===== src/verilog/alarm_status_pkg.sv =====
// constants of the alarm status aggregator
package alarm_status_pkg;
   // register port
   localparam int ADDR_W = 12;
   localparam int DATA_W = 8;
   localparam int FLAG_W = 5;

   // register offsets
   localparam logic [11:0] OFF_ALARM_SUMMARY = 12'h2c0;
   localparam logic [11:0] OFF_FAULT_FLAGS = 12'h2c1;
   localparam logic [11:0] OFF_FAULT_SUPPRESS = 12'h2c2;

   // field positions; BIT_SUMMARY is in the summary register, the rest are shared by flags and suppress
   localparam int BIT_SUMMARY = 0;
   localparam int BIT_LOCK_LOSS = 4;
   localparam int BIT_LINK_DOWN = 3;
   localparam int BIT_CLOCK_REALIGN = 2;
   localparam int BIT_OSC_PHASE = 1;
   localparam int BIT_DIV_MISMATCH = 0;

   // values after reset
   localparam logic [4:0] FAULT_FLAGS_RST = 5'h1f;
   localparam logic [4:0] FAULT_SUPPRESS_RST = 5'h1f;
   localparam logic [7:0] RDATA_RST = 8'h00;
   localparam logic [2:0] LOCK_SYNC_RST = 3'h0;
endpackage


===== src/verilog/alarm_status_aggregator.sv =====
// sticky fault flags, suppress mask and summary alarm
// What this block does
// - Summary bit 0 reads 1 exactly when some flag is set and unmasked.
// - Bits 7..1 of the summary register are read-only and read as zero.
// - When selected, the summary alarm is driven onto the status pin.
// - The lock-loss flag (bit 4) is set while the loop is not locked.
// - Writing 1 to a flag bit clears it unless its cause is still live in that cycle; writing 0 leaves it alone.
// - Link-down flag (bit 3) sets when link enabled but not in data state.
// - Realign flag (bit 2) sets when the alignment pulse realigns clocks.
// - Oscillator flag (bit 1) sets when link disabled or oscillators sync.
// - Oscillator flag also sets when any channel A/B accumulator differs.
// - Divider flag (bit 0) sets when channel A and B dividers differ.
// - Mask bits 4..0 map to the flags; a set mask bit hides its flag.
// - After reset the flag register holds 0x1f.
// - After reset the mask register holds 0x1f.
module alarm_status_aggregator
   import alarm_status_pkg::*;
(
   // clock and reset
   input wire logic i_clk_sys,
   input wire logic i_reset_n,
   // register port
   input wire logic [ADDR_W-1:0] i_addr,
   input wire logic [DATA_W-1:0] i_wdata,
   input wire logic i_wr,
   input wire logic i_rd,
   output logic [DATA_W-1:0] o_rdata,
   // fault sources
   input wire logic i_pll_locked,
   input wire logic i_link_enable,
   input wire logic i_data_encoding_state,
   input wire logic i_sysref_realign,
   input wire logic i_osc_sync,
   input wire logic i_phase_mismatch,
   input wire logic i_divider_mismatch,
   // status pin routing
   input wire logic i_status_sel_alarm,
   input wire logic i_cal_status,
   output logic o_status_output_pin,
   // interrupt
   output logic o_irq
);

   logic [FLAG_W-1:0] fault_flags;
   logic [FLAG_W-1:0] next_fault_flags;
   logic [FLAG_W-1:0] fault_suppress;
   logic [FLAG_W-1:0] next_fault_suppress;
   logic [FLAG_W-1:0] flag_set;
   logic [FLAG_W-1:0] flag_clr;
   logic [DATA_W-1:0] next_rdata;
   logic [2:0] lock_sync;
   logic lock_stable;
   logic next_lock_stable;
   logic summary;
   logic next_irq;
   logic next_status_pin;
   logic first_cyc;

   // lock comes from the analog loop, so it is resynchronised
   always_ff @(posedge i_clk_sys or negedge i_reset_n)
   begin
      if (!i_reset_n)
      begin
         lock_sync <= LOCK_SYNC_RST;
         lock_stable <= 1'b0;
      end
      else
      begin
         lock_sync <= {lock_sync[1:0], i_pll_locked};
         lock_stable <= next_lock_stable;
      end
   end

   // accept a change only once stages two and three agree
   always_comb
   begin
      next_lock_stable = lock_stable;
      if (lock_sync[1] == lock_sync[2])
      begin
         next_lock_stable = lock_sync[2];
      end
   end

   // set conditions are levels sampled every cycle
   always_comb
   begin
      flag_set = '0;
      flag_set[BIT_LOCK_LOSS] = !lock_stable;
      flag_set[BIT_LINK_DOWN] =
         i_link_enable && !i_data_encoding_state;
      flag_set[BIT_CLOCK_REALIGN] = i_sysref_realign;
      flag_set[BIT_OSC_PHASE] = !i_link_enable || i_osc_sync
         || i_phase_mismatch;
      flag_set[BIT_DIV_MISMATCH] = i_divider_mismatch;
   end

   always_comb
   begin
      flag_clr = '0;
      if (i_wr && i_addr == OFF_FAULT_FLAGS)
      begin
         flag_clr = i_wdata[FLAG_W-1:0];
      end
      // set ORed in last so a live fault survives the clear
      next_fault_flags = (fault_flags & ~flag_clr) | flag_set;
   end

   always_comb
   begin
      next_fault_suppress = fault_suppress;
      if (i_wr && i_addr == OFF_FAULT_SUPPRESS)
      begin
         next_fault_suppress = i_wdata[FLAG_W-1:0];
      end
   end

   assign summary = |(fault_flags & ~fault_suppress);

   // read mux; reserved bits and unmapped offsets read as zero
   always_comb
   begin
      next_rdata = '0;
      if (i_rd)
      begin
         case (i_addr)
            OFF_ALARM_SUMMARY:
               next_rdata[BIT_SUMMARY] = summary;
            OFF_FAULT_FLAGS:
               next_rdata[FLAG_W-1:0] = fault_flags;
            OFF_FAULT_SUPPRESS:
               next_rdata[FLAG_W-1:0] = fault_suppress;
            default:
               next_rdata = '0;
         endcase
      end
   end

   always_comb
   begin
      next_irq = summary;
      next_status_pin = i_status_sel_alarm ? summary : i_cal_status;
   end

   always_ff @(posedge i_clk_sys or negedge i_reset_n)
   begin
      if (!i_reset_n)
      begin
         fault_flags <= FAULT_FLAGS_RST;
         fault_suppress <= FAULT_SUPPRESS_RST;
         o_rdata <= RDATA_RST;
         o_irq <= 1'b0;
         o_status_output_pin <= 1'b0;
         first_cyc <= 1'b1;
      end
      else
      begin
         fault_flags <= next_fault_flags;
         fault_suppress <= next_fault_suppress;
         o_rdata <= next_rdata;
         o_irq <= next_irq;
         o_status_output_pin <= next_status_pin;
         first_cyc <= 1'b0;
      end
   end
endmodule


===== config.mk =====
export PLATFORM = sky130hd
export DESIGN_NAME = alarm_status_aggregator
export DESIGN_NICKNAME = d
export VERILOG_FILES = /design/src/verilog/alarm_status_pkg.sv /design/src/verilog/alarm_status_aggregator.sv
export SDC_FILE = /design/constraint.sdc
export NUM_CORES = 1
export LEC_CHECK = 0
export BUFFER_PORTS_ARGS = -buffer_cell sky130_fd_sc_hd__clkbuf_2
export CORE_MARGIN = 2
export CORE_UTILIZATION = 45
export DETAILED_ROUTE_END_ITERATION = 6
export GPL_TIMING_DRIVEN = 0
export HOLD_SLACK_MARGIN = 0.15
export PLACE_DENSITY_LB_ADDON = 0.12
export REMOVE_ABC_BUFFERS = 1
export SETUP_SLACK_MARGIN = 0.1
export SLEW_MARGIN = 20
export SYNTH_ARGS = -nofsm -noshare
export SYNTH_HDL_FRONTEND = slang
export SYNTH_SLANG_ARGS = --single-unit

===== constraint.sdc =====
create_clock -name i_clk_sys -period 1.8 [get_ports i_clk_sys]
set_clock_uncertainty 0.2 [all_clocks]
set_input_delay 0.09 -clock i_clk_sys [delete_from_list [all_inputs] [get_ports i_clk_sys]]
set_output_delay 0.09 -clock i_clk_sys [all_outputs]
set_load 0.02 [all_outputs]

==> results.yml, run 1 <==
routing:
  drt_iter0_markers: 11
  via_per_inst: 4.774
  wirelength_um: 2025
  drt_first_pass_iters: 4
  ant_nets: 0
  vias: 802
  drc: 0
  routedWlPerCell_um: 12.05
timing:
  slew_viol_final: 0
  setup_violations: 0
  hold_slack_ns: 0.1679
  rsz0062_at_grt: "no"
  max_freq_mhz: 609.8
  tns_ns: 0
  min_period_ns: 1.640
  fin_crit_sh_pct: 91.10
  hold_viol_final: 0
power_and_ir_drop:
  power_leakage_uw: 0.0006687
  ir_drop_mv: 0.5154
  powerDensity_nw_per_um2: 580.4
critical_path:
  cp-end-kind: "register"
  start_kind: "input port"
  path_class: "in -> reg"
  slowest_stage: "dlygate4sd3_1"
  critPathMaxFanout: 6
  path_delay_family: "buffers and inverters"
  cp.required_ns: 1.83
  crit_chain: "clkbuf_2, and2b_1, nand4_2, dlygate4sd3_1, mux2_2"
  slowest_delay_ns: 0.68
  critPathBufInv: 2
  critPathArrivalTime_ns: 1.67
cts:
  clockRootBuffer: "clkbuf_4"
  cts_buffers: 3
  clk_pin_slew_ns: 0.11
  tritoncts: "built"
  cts_setup_buffers: 0
  clockBufferDepth: 2
  clk-insertion-delay-late_ns: 0.30
  ctsHtreeMaxLevel: 1
  cts_sinks: 21
global_routing:
  grt.total_usage_pct: 17.83
  grt_pass1_vias: 774
  grt_max_degree: 12
  grt_pass1_wl_um: 3353
  antenna_found_initial: 0
  overflow: 0
logic_synthesis:
  synth_cells: 78
  postSynthAreaPerCell_sq_um: 11.98
  synth_seq_cells: 21
  synth_area_sq_um: 934.6
  yosys_warnings: 0
  ys_seq_area_share_pct: 57.56
  synth.distinct_cells: 26
place:
  io_buffer_count: 36
  dp.cells: 140
  place_congestion: 0.8474
  dpl_cell_area_sq_um: 1134
cells_and_area:
  final_util_pct: 71.81
  mostFrequentLayoutCells: "clkbuf_2, dlygate4sd3_1, dfrtp_1, dfstp_2, nor2_1"
  final_common_cell: "clkbuf_2"
  synthToLayoutAreaGrowth_pct: 50.74
  num_antenna_cells: 0
  final_cells: 168
  nets: 175
  drive_above_1_share_pct: 41.84
  fin_area_sq_um: 1409
die:
  die_w_um: 49.58
  core_sq_um: 1962
  die-area_sq_um: 2458
  boundaryPins: 43
  rows: 16
  initial_utilization_pct: 47.64
  die_h_um: 49.58
flow_run:
  cap_viol_max_count: 0
min_path:
  hold_class: "reg -> reg"
run_status:
  status: "completed"
-- cells by family after synthesis --
group	count (synthesis)	synth area share [%]
compound gates	14	10.44
fa+ha+maj	1	1.071
buf+inv	8	4.418
flops	21	57.56
mux	5	6.024
other cells	1	0.4012
simple gates	28	20.08
-- sequential cells by signal, indices dropped and copies added (netlist names) --
register / cells
fault_flags: 5
fault_suppress: 5
o_rdata: 5
lock_sync: 3
lock_stable: 1
o_irq: 1
o_status_output_pin: 1
-- where the power goes --
part / total, uW / internal, uW / leakage, uW / switching (uW)
sequential: 484 / 481 / 0.000240 / 3.80
combinational: 112 / 63.6 / 0.000414 / 48.2
clock: 222 / 86.3 / 0.0000150 / 135
total: 818 / 630 / 0.000669 / 187
-- per-layer routing --
metal	track usage, %	vias up	share of wire [%]
met5	0	-	0
met4	8.333	0	2.5
met3	3.333	7	6.4
met2	28.00	32	48
met1	23.81	365	43
li1	-	398	-
-- area by class of cell --
cell class | instances | area [sq um]
clock buffer | 4 | 26.28
fill | 170 | 553.0
inverter | 5 | 18.77
multi-input combinational | 51 | 369.1
sequential | 21 | 538.0
tap | 27 | 33.78
timing repair buffer | 60 | 422.9
-- per-stage QoR --
step                      worst slack [ns]  total power, uW
after CTS                           0.1278            824.5
after detailed placement            0.3323            572.2
after global routing                0.1391            870.7
final                               0.1601            817.7
after floorplan                     0.4681            522.4
after global placement              0.3253            569.7
-- worst register-to-register path, stage by stage (launching register included) --
cell	delay, ns
dfstp_2	0.56
nor2b_1	0.04
a31oi_1	0.12
dlygate4sd3_1	0.57
-- timing repair --
item                                    4_1_cts  5_1_grt
hold endpoints to repair                     38        1
endpoints found under the setup margin        0       12
gates resized for setup                       0        2
hold buffers                                 24        1
-- synthesized netlist by cell type (all sizes together) --
master | number | area share, %
a21oi | 1 | 0.53
a22oi | 4 | 3.2
a31oi | 5 | 3.3
a32oi | 1 | 0.94
and2b | 1 | 0.80
and4 | 1 | 1.1
and4bb | 1 | 1.3
buf | 3 | 2.4
conb | 1 | 0.40
dfrtp | 11 | 29
dfstp | 10 | 28
inv | 5 | 2.0
maj3 | 1 | 1.1
mux2 | 5 | 6.0
nand2 | 1 | 0.40
nand2b | 2 | 1.3
nand4 | 2 | 2.0
nor2 | 9 | 3.6
nor2b | 7 | 4.7
nor3b | 2 | 1.6
nor4 | 1 | 0.67
nor4b | 1 | 2.5
o21bai | 1 | 0.80
o22ai | 1 | 0.67
o41ai | 1 | 0.94
-- path summary, 6_finish.rpt --
kind	start	slack, ns	depth (start not counted)	to
max	i_addr[0]	0.16	5	fault_suppress[1]
min	lock_sync[0]	0.17	0	lock_sync[1]
max reg2reg	fault_flags[1]	0.26	3	fault_flags[1]
min reg2reg	lock_sync[0]	0.17	0	lock_sync[1]
max in group asynchronous	i_reset_n	0.60	3	lock_sync[0]
min in group asynchronous	i_reset_n	0.23	2	fault_flags[0]
Power figures use the tool's default switching activity.
==> run 2: changes to the inputs <==
--- a/config.mk
+++ b/config.mk
@@ -11,7 +11,7 @@
 export DETAILED_ROUTE_END_ITERATION = 6
 export GPL_TIMING_DRIVEN = 0
 export HOLD_SLACK_MARGIN = 0.15
-export PLACE_DENSITY_LB_ADDON = 0.12
+export PLACE_DENSITY = 0.86
 export REMOVE_ABC_BUFFERS = 1
 export SETUP_SLACK_MARGIN = 0.1
 export SLEW_MARGIN = 20
==> run 2 against run 1 <==
Clock-buffer cell count did not move. Utilization shrank 0.51 points. Via count up 6.7%. Final cell count shrank 0.60%. Critical path depth did not move. Cell area shrank 0.71%. Setup slack worse by 0.020 ns. Sequential share of layout area up 0.27 points.
==> results.yml, run 2 (synthesized netlist as in run 1, its figures left out) <==
cts:
  clockBufferDepth: 2
  clk-insertion-delay-late_ns: 0.30
  cts_buffers: 3
  cts_setup_buffers: 0
  cts_sinks: 21
  tritoncts: "built"
  clockRootBuffer: "clkbuf_4"
  ctsHtreeMaxLevel: 1
  clk_pin_slew_ns: 0.10
cells_and_area:
  nets: 174
  final_cells: 167
  num_antenna_cells: 0
  mostFrequentLayoutCells: "clkbuf_2, dlygate4sd3_1, dfrtp_1, dfstp_2, nor2_1"
  final_common_cell: "clkbuf_2"
  drive_above_1_share_pct: 42.14
  synthToLayoutAreaGrowth_pct: 49.67
  fin_area_sq_um: 1399
  reg_top3: "fault_flags (5), fault_suppress (5), o_rdata (5)"
  n_fill_cell: 160
power_and_ir_drop:
  swShare_pct: 22.86
  power.share.clock_pct: 26.7
  power.share.combinational_pct: 14.1
  switchingPower_uw: 186.9
  p_total_uw: 817.4
  power.share.sequential_pct: 59.2
  internal-power_uw: 630.5
  power_leakage_uw: 0.0006618
  ir_drop_mv: 0.5619
  powerDensity_nw_per_um2: 584.3
die:
  core_sq_um: 1962
  initial_utilization_pct: 47.64
  die_h_um: 49.58
  die-area_sq_um: 2458
  rows: 16
  die_w_um: 49.58
  boundaryPins: 43
routing:
  drc: 0
  drt_first_pass_iters: 4
  wirelength_um: 2475
  routedWlPerCell_um: 14.82
  via_per_inst: 5.126
  drt_iter0_markers: 11
  vias: 856
  ant_nets: 0
min_path:
  whs_path_depth: 0
  hold_class: "reg -> reg"
place:
  pre_cts_ws_ns: 0.3078
  dp.cells: 140
  hpwl_um: 1414
  io_buffer_count: 36
  dpl_cell_area_sq_um: 1134
  place_congestion: 0.8523
critical_path:
  cp-end-kind: "register"
  start_kind: "input port"
  ff2ff_path_depth: 3
  path_class: "in -> reg"
  critPathMaxFanout: 6
  reg2reg_slack_ns: 0.21
  r2r_end: "o_status_output_pin"
  critPathLaunch: "i_addr[0]"
  crit_end: "fault_suppress[2]"
  reg2reg_from: "fault_suppress[4]"
  critPathArrivalTime_ns: 1.70
  cp.required_ns: 1.84
timing:
  fin_crit_sh_pct: 92.21
  setup_violations: 0
  finalWorstSetupSlack_ns: 0.1403
  max_slew_margin_pct: 66.36
  tightest_slew_ns: 0.5000
  slew_viol_final: 0
  tns_ns: 0
  min_period_ns: 1.660
  rsz0062_at_grt: "no"
  max_freq_mhz: 602.5
  hold_viol_final: 0
global_routing:
  overflow: 0
  grt_pass1_wl_um: 3974
  grt_pass1_vias: 869
  grt.total_usage_pct: 22.03
  grt_max_degree: 12
  antenna_found_initial: 0
run_status:
  status: "completed"
flow_run:
  cap_viol_max_count: 0
-- run 2: changes by cell type in the layout (fill, tap and decap cells not counted), sizes merged --
cell / delta
dlygate4sd3: -1
-- run 2: area by class of cell --
type	instances	area (sq um)	area share, %
flip-flops and latches	21	538.0	38.46
inverters	5	18.77	1.342
multi-input cells	51	369.1	26.39
repair buffers	59	412.9	29.52
well taps	27	33.78	2.415
clock buffers	4	26.28	1.878
-- run 2: how the worst min path moves through the flow --
stage,startpoint,end
floorplan,i_reset_n,lock_stable
global placement,i_reset_n,o_status_output_pin
detailed placement,i_reset_n,o_irq
CTS,i_addr[10],fault_flags[4]
global route,lock_sync[0],lock_sync[1]
finish,lock_sync[0],lock_sync[1]
-- run 2: power by group through the flow --
stage / clock network [uW] / logic, uW / registers, uW
3_5_place_dp: 0 / 80.4 / 492
2_1_floorplan: 0 / 29.4 / 493
5_1_grt: 249 / 126 / 485
4_1_cts: 228 / 110 / 484
6_report: 219 / 115 / 484
3_3_place_gp: 0 / 77.0 / 492
-- run 2: worst max-delay path, stage by stage --
cell and delay [ns]:
clkbuf_2 0.11, and2b_1 0.26, nand4_2 0.12, dlygate4sd3_1 0.73
mux2_2 0.38
-- run 2: through the flow --
step           utilization, %  hold slack, ns
6_report                71.30          0.1629
5_1_grt                 71.30          0.1815
4_1_cts                 70.85          0.1659
3_5_place_dp            57.78         -0.1240
3_3_place_gp            57.78         -0.1423
2_1_floorplan               -         -0.4056
-- run 2: metal layers --
metal / vias up / share of wire [%] / track usage, %
met3: 6 / 6.0 / 5.152
met4: 0 / 1.9 / 7.870
li1: 397 / - / -
met5: - / 0 / 0
met2: 41 / 55 / 41.78
met1: 412 / 37 / 23.35
-- run 2: what timing repair did --
item | in CTS | in global routing
hold buffers | 23 | 1
gates resized for setup | 0 | 2
setup endpoints to repair | 0 | 12
endpoints found under the hold margin | 38 | 1
==> run 3: changes to the inputs <==
--- a/config.mk
+++ b/config.mk
@@ -11,7 +11,7 @@
 export DETAILED_ROUTE_END_ITERATION = 6
 export GPL_TIMING_DRIVEN = 0
 export HOLD_SLACK_MARGIN = 0.15
-export PLACE_DENSITY = 0.86
+export PLACE_DENSITY_LB_ADDON = 0.2
 export REMOVE_ABC_BUFFERS = 1
 export SETUP_SLACK_MARGIN = 0.1
 export SLEW_MARGIN = 20
==> run 3 against run 2 <==
Via count decreased by 6.2%. Maximum frequency hardly changed. Sequential share of layout area fell by 0.78 points.
==> results.yml, run 3 (synthesized netlist as in run 1, its figures left out) <==
routing:
  routedWlPerCell_um: 11.87
  via_per_inst: 4.696
  vias: 803
  drc: 0
  ant_nets: 0
  drt_iter0_markers: 13
  drt_first_pass_iters: 4
  wirelength_um: 2030
die:
  rows: 16
  boundaryPins: 43
  initial_utilization_pct: 47.64
  die_h_um: 49.58
  core_sq_um: 1962
  die_w_um: 49.58
  die-area_sq_um: 2458
cells_and_area:
  mostFrequentLayoutCells: "clkbuf_2, dlygate4sd3_1, dfrtp_1, dfstp_2, nor2_1"
  nets: 178
  final_common_cell: "clkbuf_2"
  num_antenna_cells: 0
  synthToLayoutAreaGrowth_pct: 52.74
  drive_above_1_share_pct: 40.97
  reg_top3: "fault_flags (5), fault_suppress (5), o_rdata (5)"
  n_fill_cell: 145
timing:
  finalWorstSetupSlack_ns: 0.1418
  tns_ns: 0
  min_period_ns: 1.658
  max_freq_mhz: 603.1
  hold_viol_final: 0
  hold_slack_ns: 0.1677
  setup_violations: 0
  rsz0062_at_grt: "no"
  fin_crit_sh_pct: 92.12
  slew_viol_final: 0
cts:
  clk-insertion-delay-late_ns: 0.29
  cts_sinks: 21
  cts_buffers: 3
  clockBufferDepth: 2
  clockRootBuffer: "clkbuf_4"
  tritoncts: "built"
  clk_pin_slew_ns: 0.11
  ctsHtreeMaxLevel: 1
global_routing:
  grt.total_usage_pct: 17.86
  antenna_found_initial: 0
  grt_pass1_wl_um: 3284
  overflow: 0
  grt_max_degree: 12
  grt_pass1_vias: 747
power_and_ir_drop:
  ir_drop_mv: 0.5583
  power_leakage_uw: 0.0006706
  powerDensity_nw_per_um2: 571.3
critical_path:
  slowest_stage: "dlygate4sd3_1"
  reg2reg_from: "fault_flags[3]"
  crit_chain: "inv_1, o22ai_1, dlygate4sd3_1, o21bai_1"
  path_class: "reg -> reg"
  reg2reg_slack_ns: 0.14
  cp.required_ns: 1.83
  slowest_delay_ns: 0.56
  start_kind: "register"
  ff2ff_path_depth: 4
  critPathMaxFanout: 2
  cp-end-kind: "register"
  r2r_end: "fault_flags[3]"
  critPathArrivalTime_ns: 1.69
min_path:
  whs_path_depth: 0
  hold_end: "lock_sync[1]"
  min_from: "lock_sync[0]"
  hold_class: "reg -> reg"
place:
  pre_cts_ws_ns: 0.3525
  place_congestion: 0.8076
  io_buffer_count: 36
  hpwl_um: 1286
flow_run:
  cap_viol_max_count: 0
run_status:
  status: "completed"
-- run 3: cell types whose count changed in the layout (fill, tap and decap cells not counted), sizes merged --
cell / previous run / this run
dlygate4sd3: 22 / 26
buf: 0 / 1
dlymetal6s4s: 1 / 0
-- run 3: worst max-delay path by stage --
stage	slack, ns	from	cells after the start	end
6_report	0.14	fault_flags[3]	4	fault_flags[3]
5_1_grt	0.10	fault_flags[3]	4	fault_flags[3]
4_1_cts	0.13	fault_flags[3]	4	fault_flags[3]
3_5_place_dp	0.35	fault_suppress[4]	3	o_status_output_pin
3_3_place_gp	0.33	fault_suppress[4]	3	o_status_output_pin
2_1_floorplan	0.47	fault_suppress[4]	3	o_status_output_pin
-- run 3: what timing repair did --
action,CTS,global route
buffers inserted,0,1
hold buffers,26,0
endpoints found under the hold margin,38,0
endpoints found under the setup margin,0,1
resized for setup,0,0
-- run 3: metrics by stage --
stage	utilization (%)	std cells	cell area [sq um]	total power (uW)
after global placement	57.78	140	1134	569.3
final	72.77	171	1428	815.7
after CTS	72.39	170	1420	823.7
after floorplan	-	77	919.6	522.4
after detailed placement	57.78	140	1134	571.7
after global routing	72.77	171	1428	863.6
-- run 3: where the power goes --
| group | switching [uW] | leakage, uW | internal, uW |
|---|---|---|---|
| sequential | 3.46 | 0.000240 | 481 |
| clock | 132 | 0.0000150 | 86.2 |
| combinational | 47.5 | 0.000416 | 65.8 |
-- run 3: area by class of cell --
type	instances	area, sq um	share of cell area, %
Sequential cell	21	538.0	37.69
Timing Repair Buffer	63	447.9	31.38
Multi-Input combinational cell	51	362.8	25.42
Tap cell	27	33.78	2.366
Clock buffer	4	26.28	1.840
Inverter	5	18.77	1.315
-- run 3: per-layer routing --
layer  part of all wire [%]  wire length (um)  track usage, %  vias to the layer above
li1                       -                 -               -                      406
met1                     42               860           22.09                      372
met2                     53              1067           29.78                       23
met3                    4.3                88           3.939                        2
met4                   0.64                13           7.870                        0
met5                      0                 0               0                        -
-- run 3: critical path, delay by kind of cell, from the launching register on --
family	cells	cell delay, ns
AO/OA/AOI/OAI	2	0.24
buffers and inverters	2	0.61
flip-flops	1	0.55
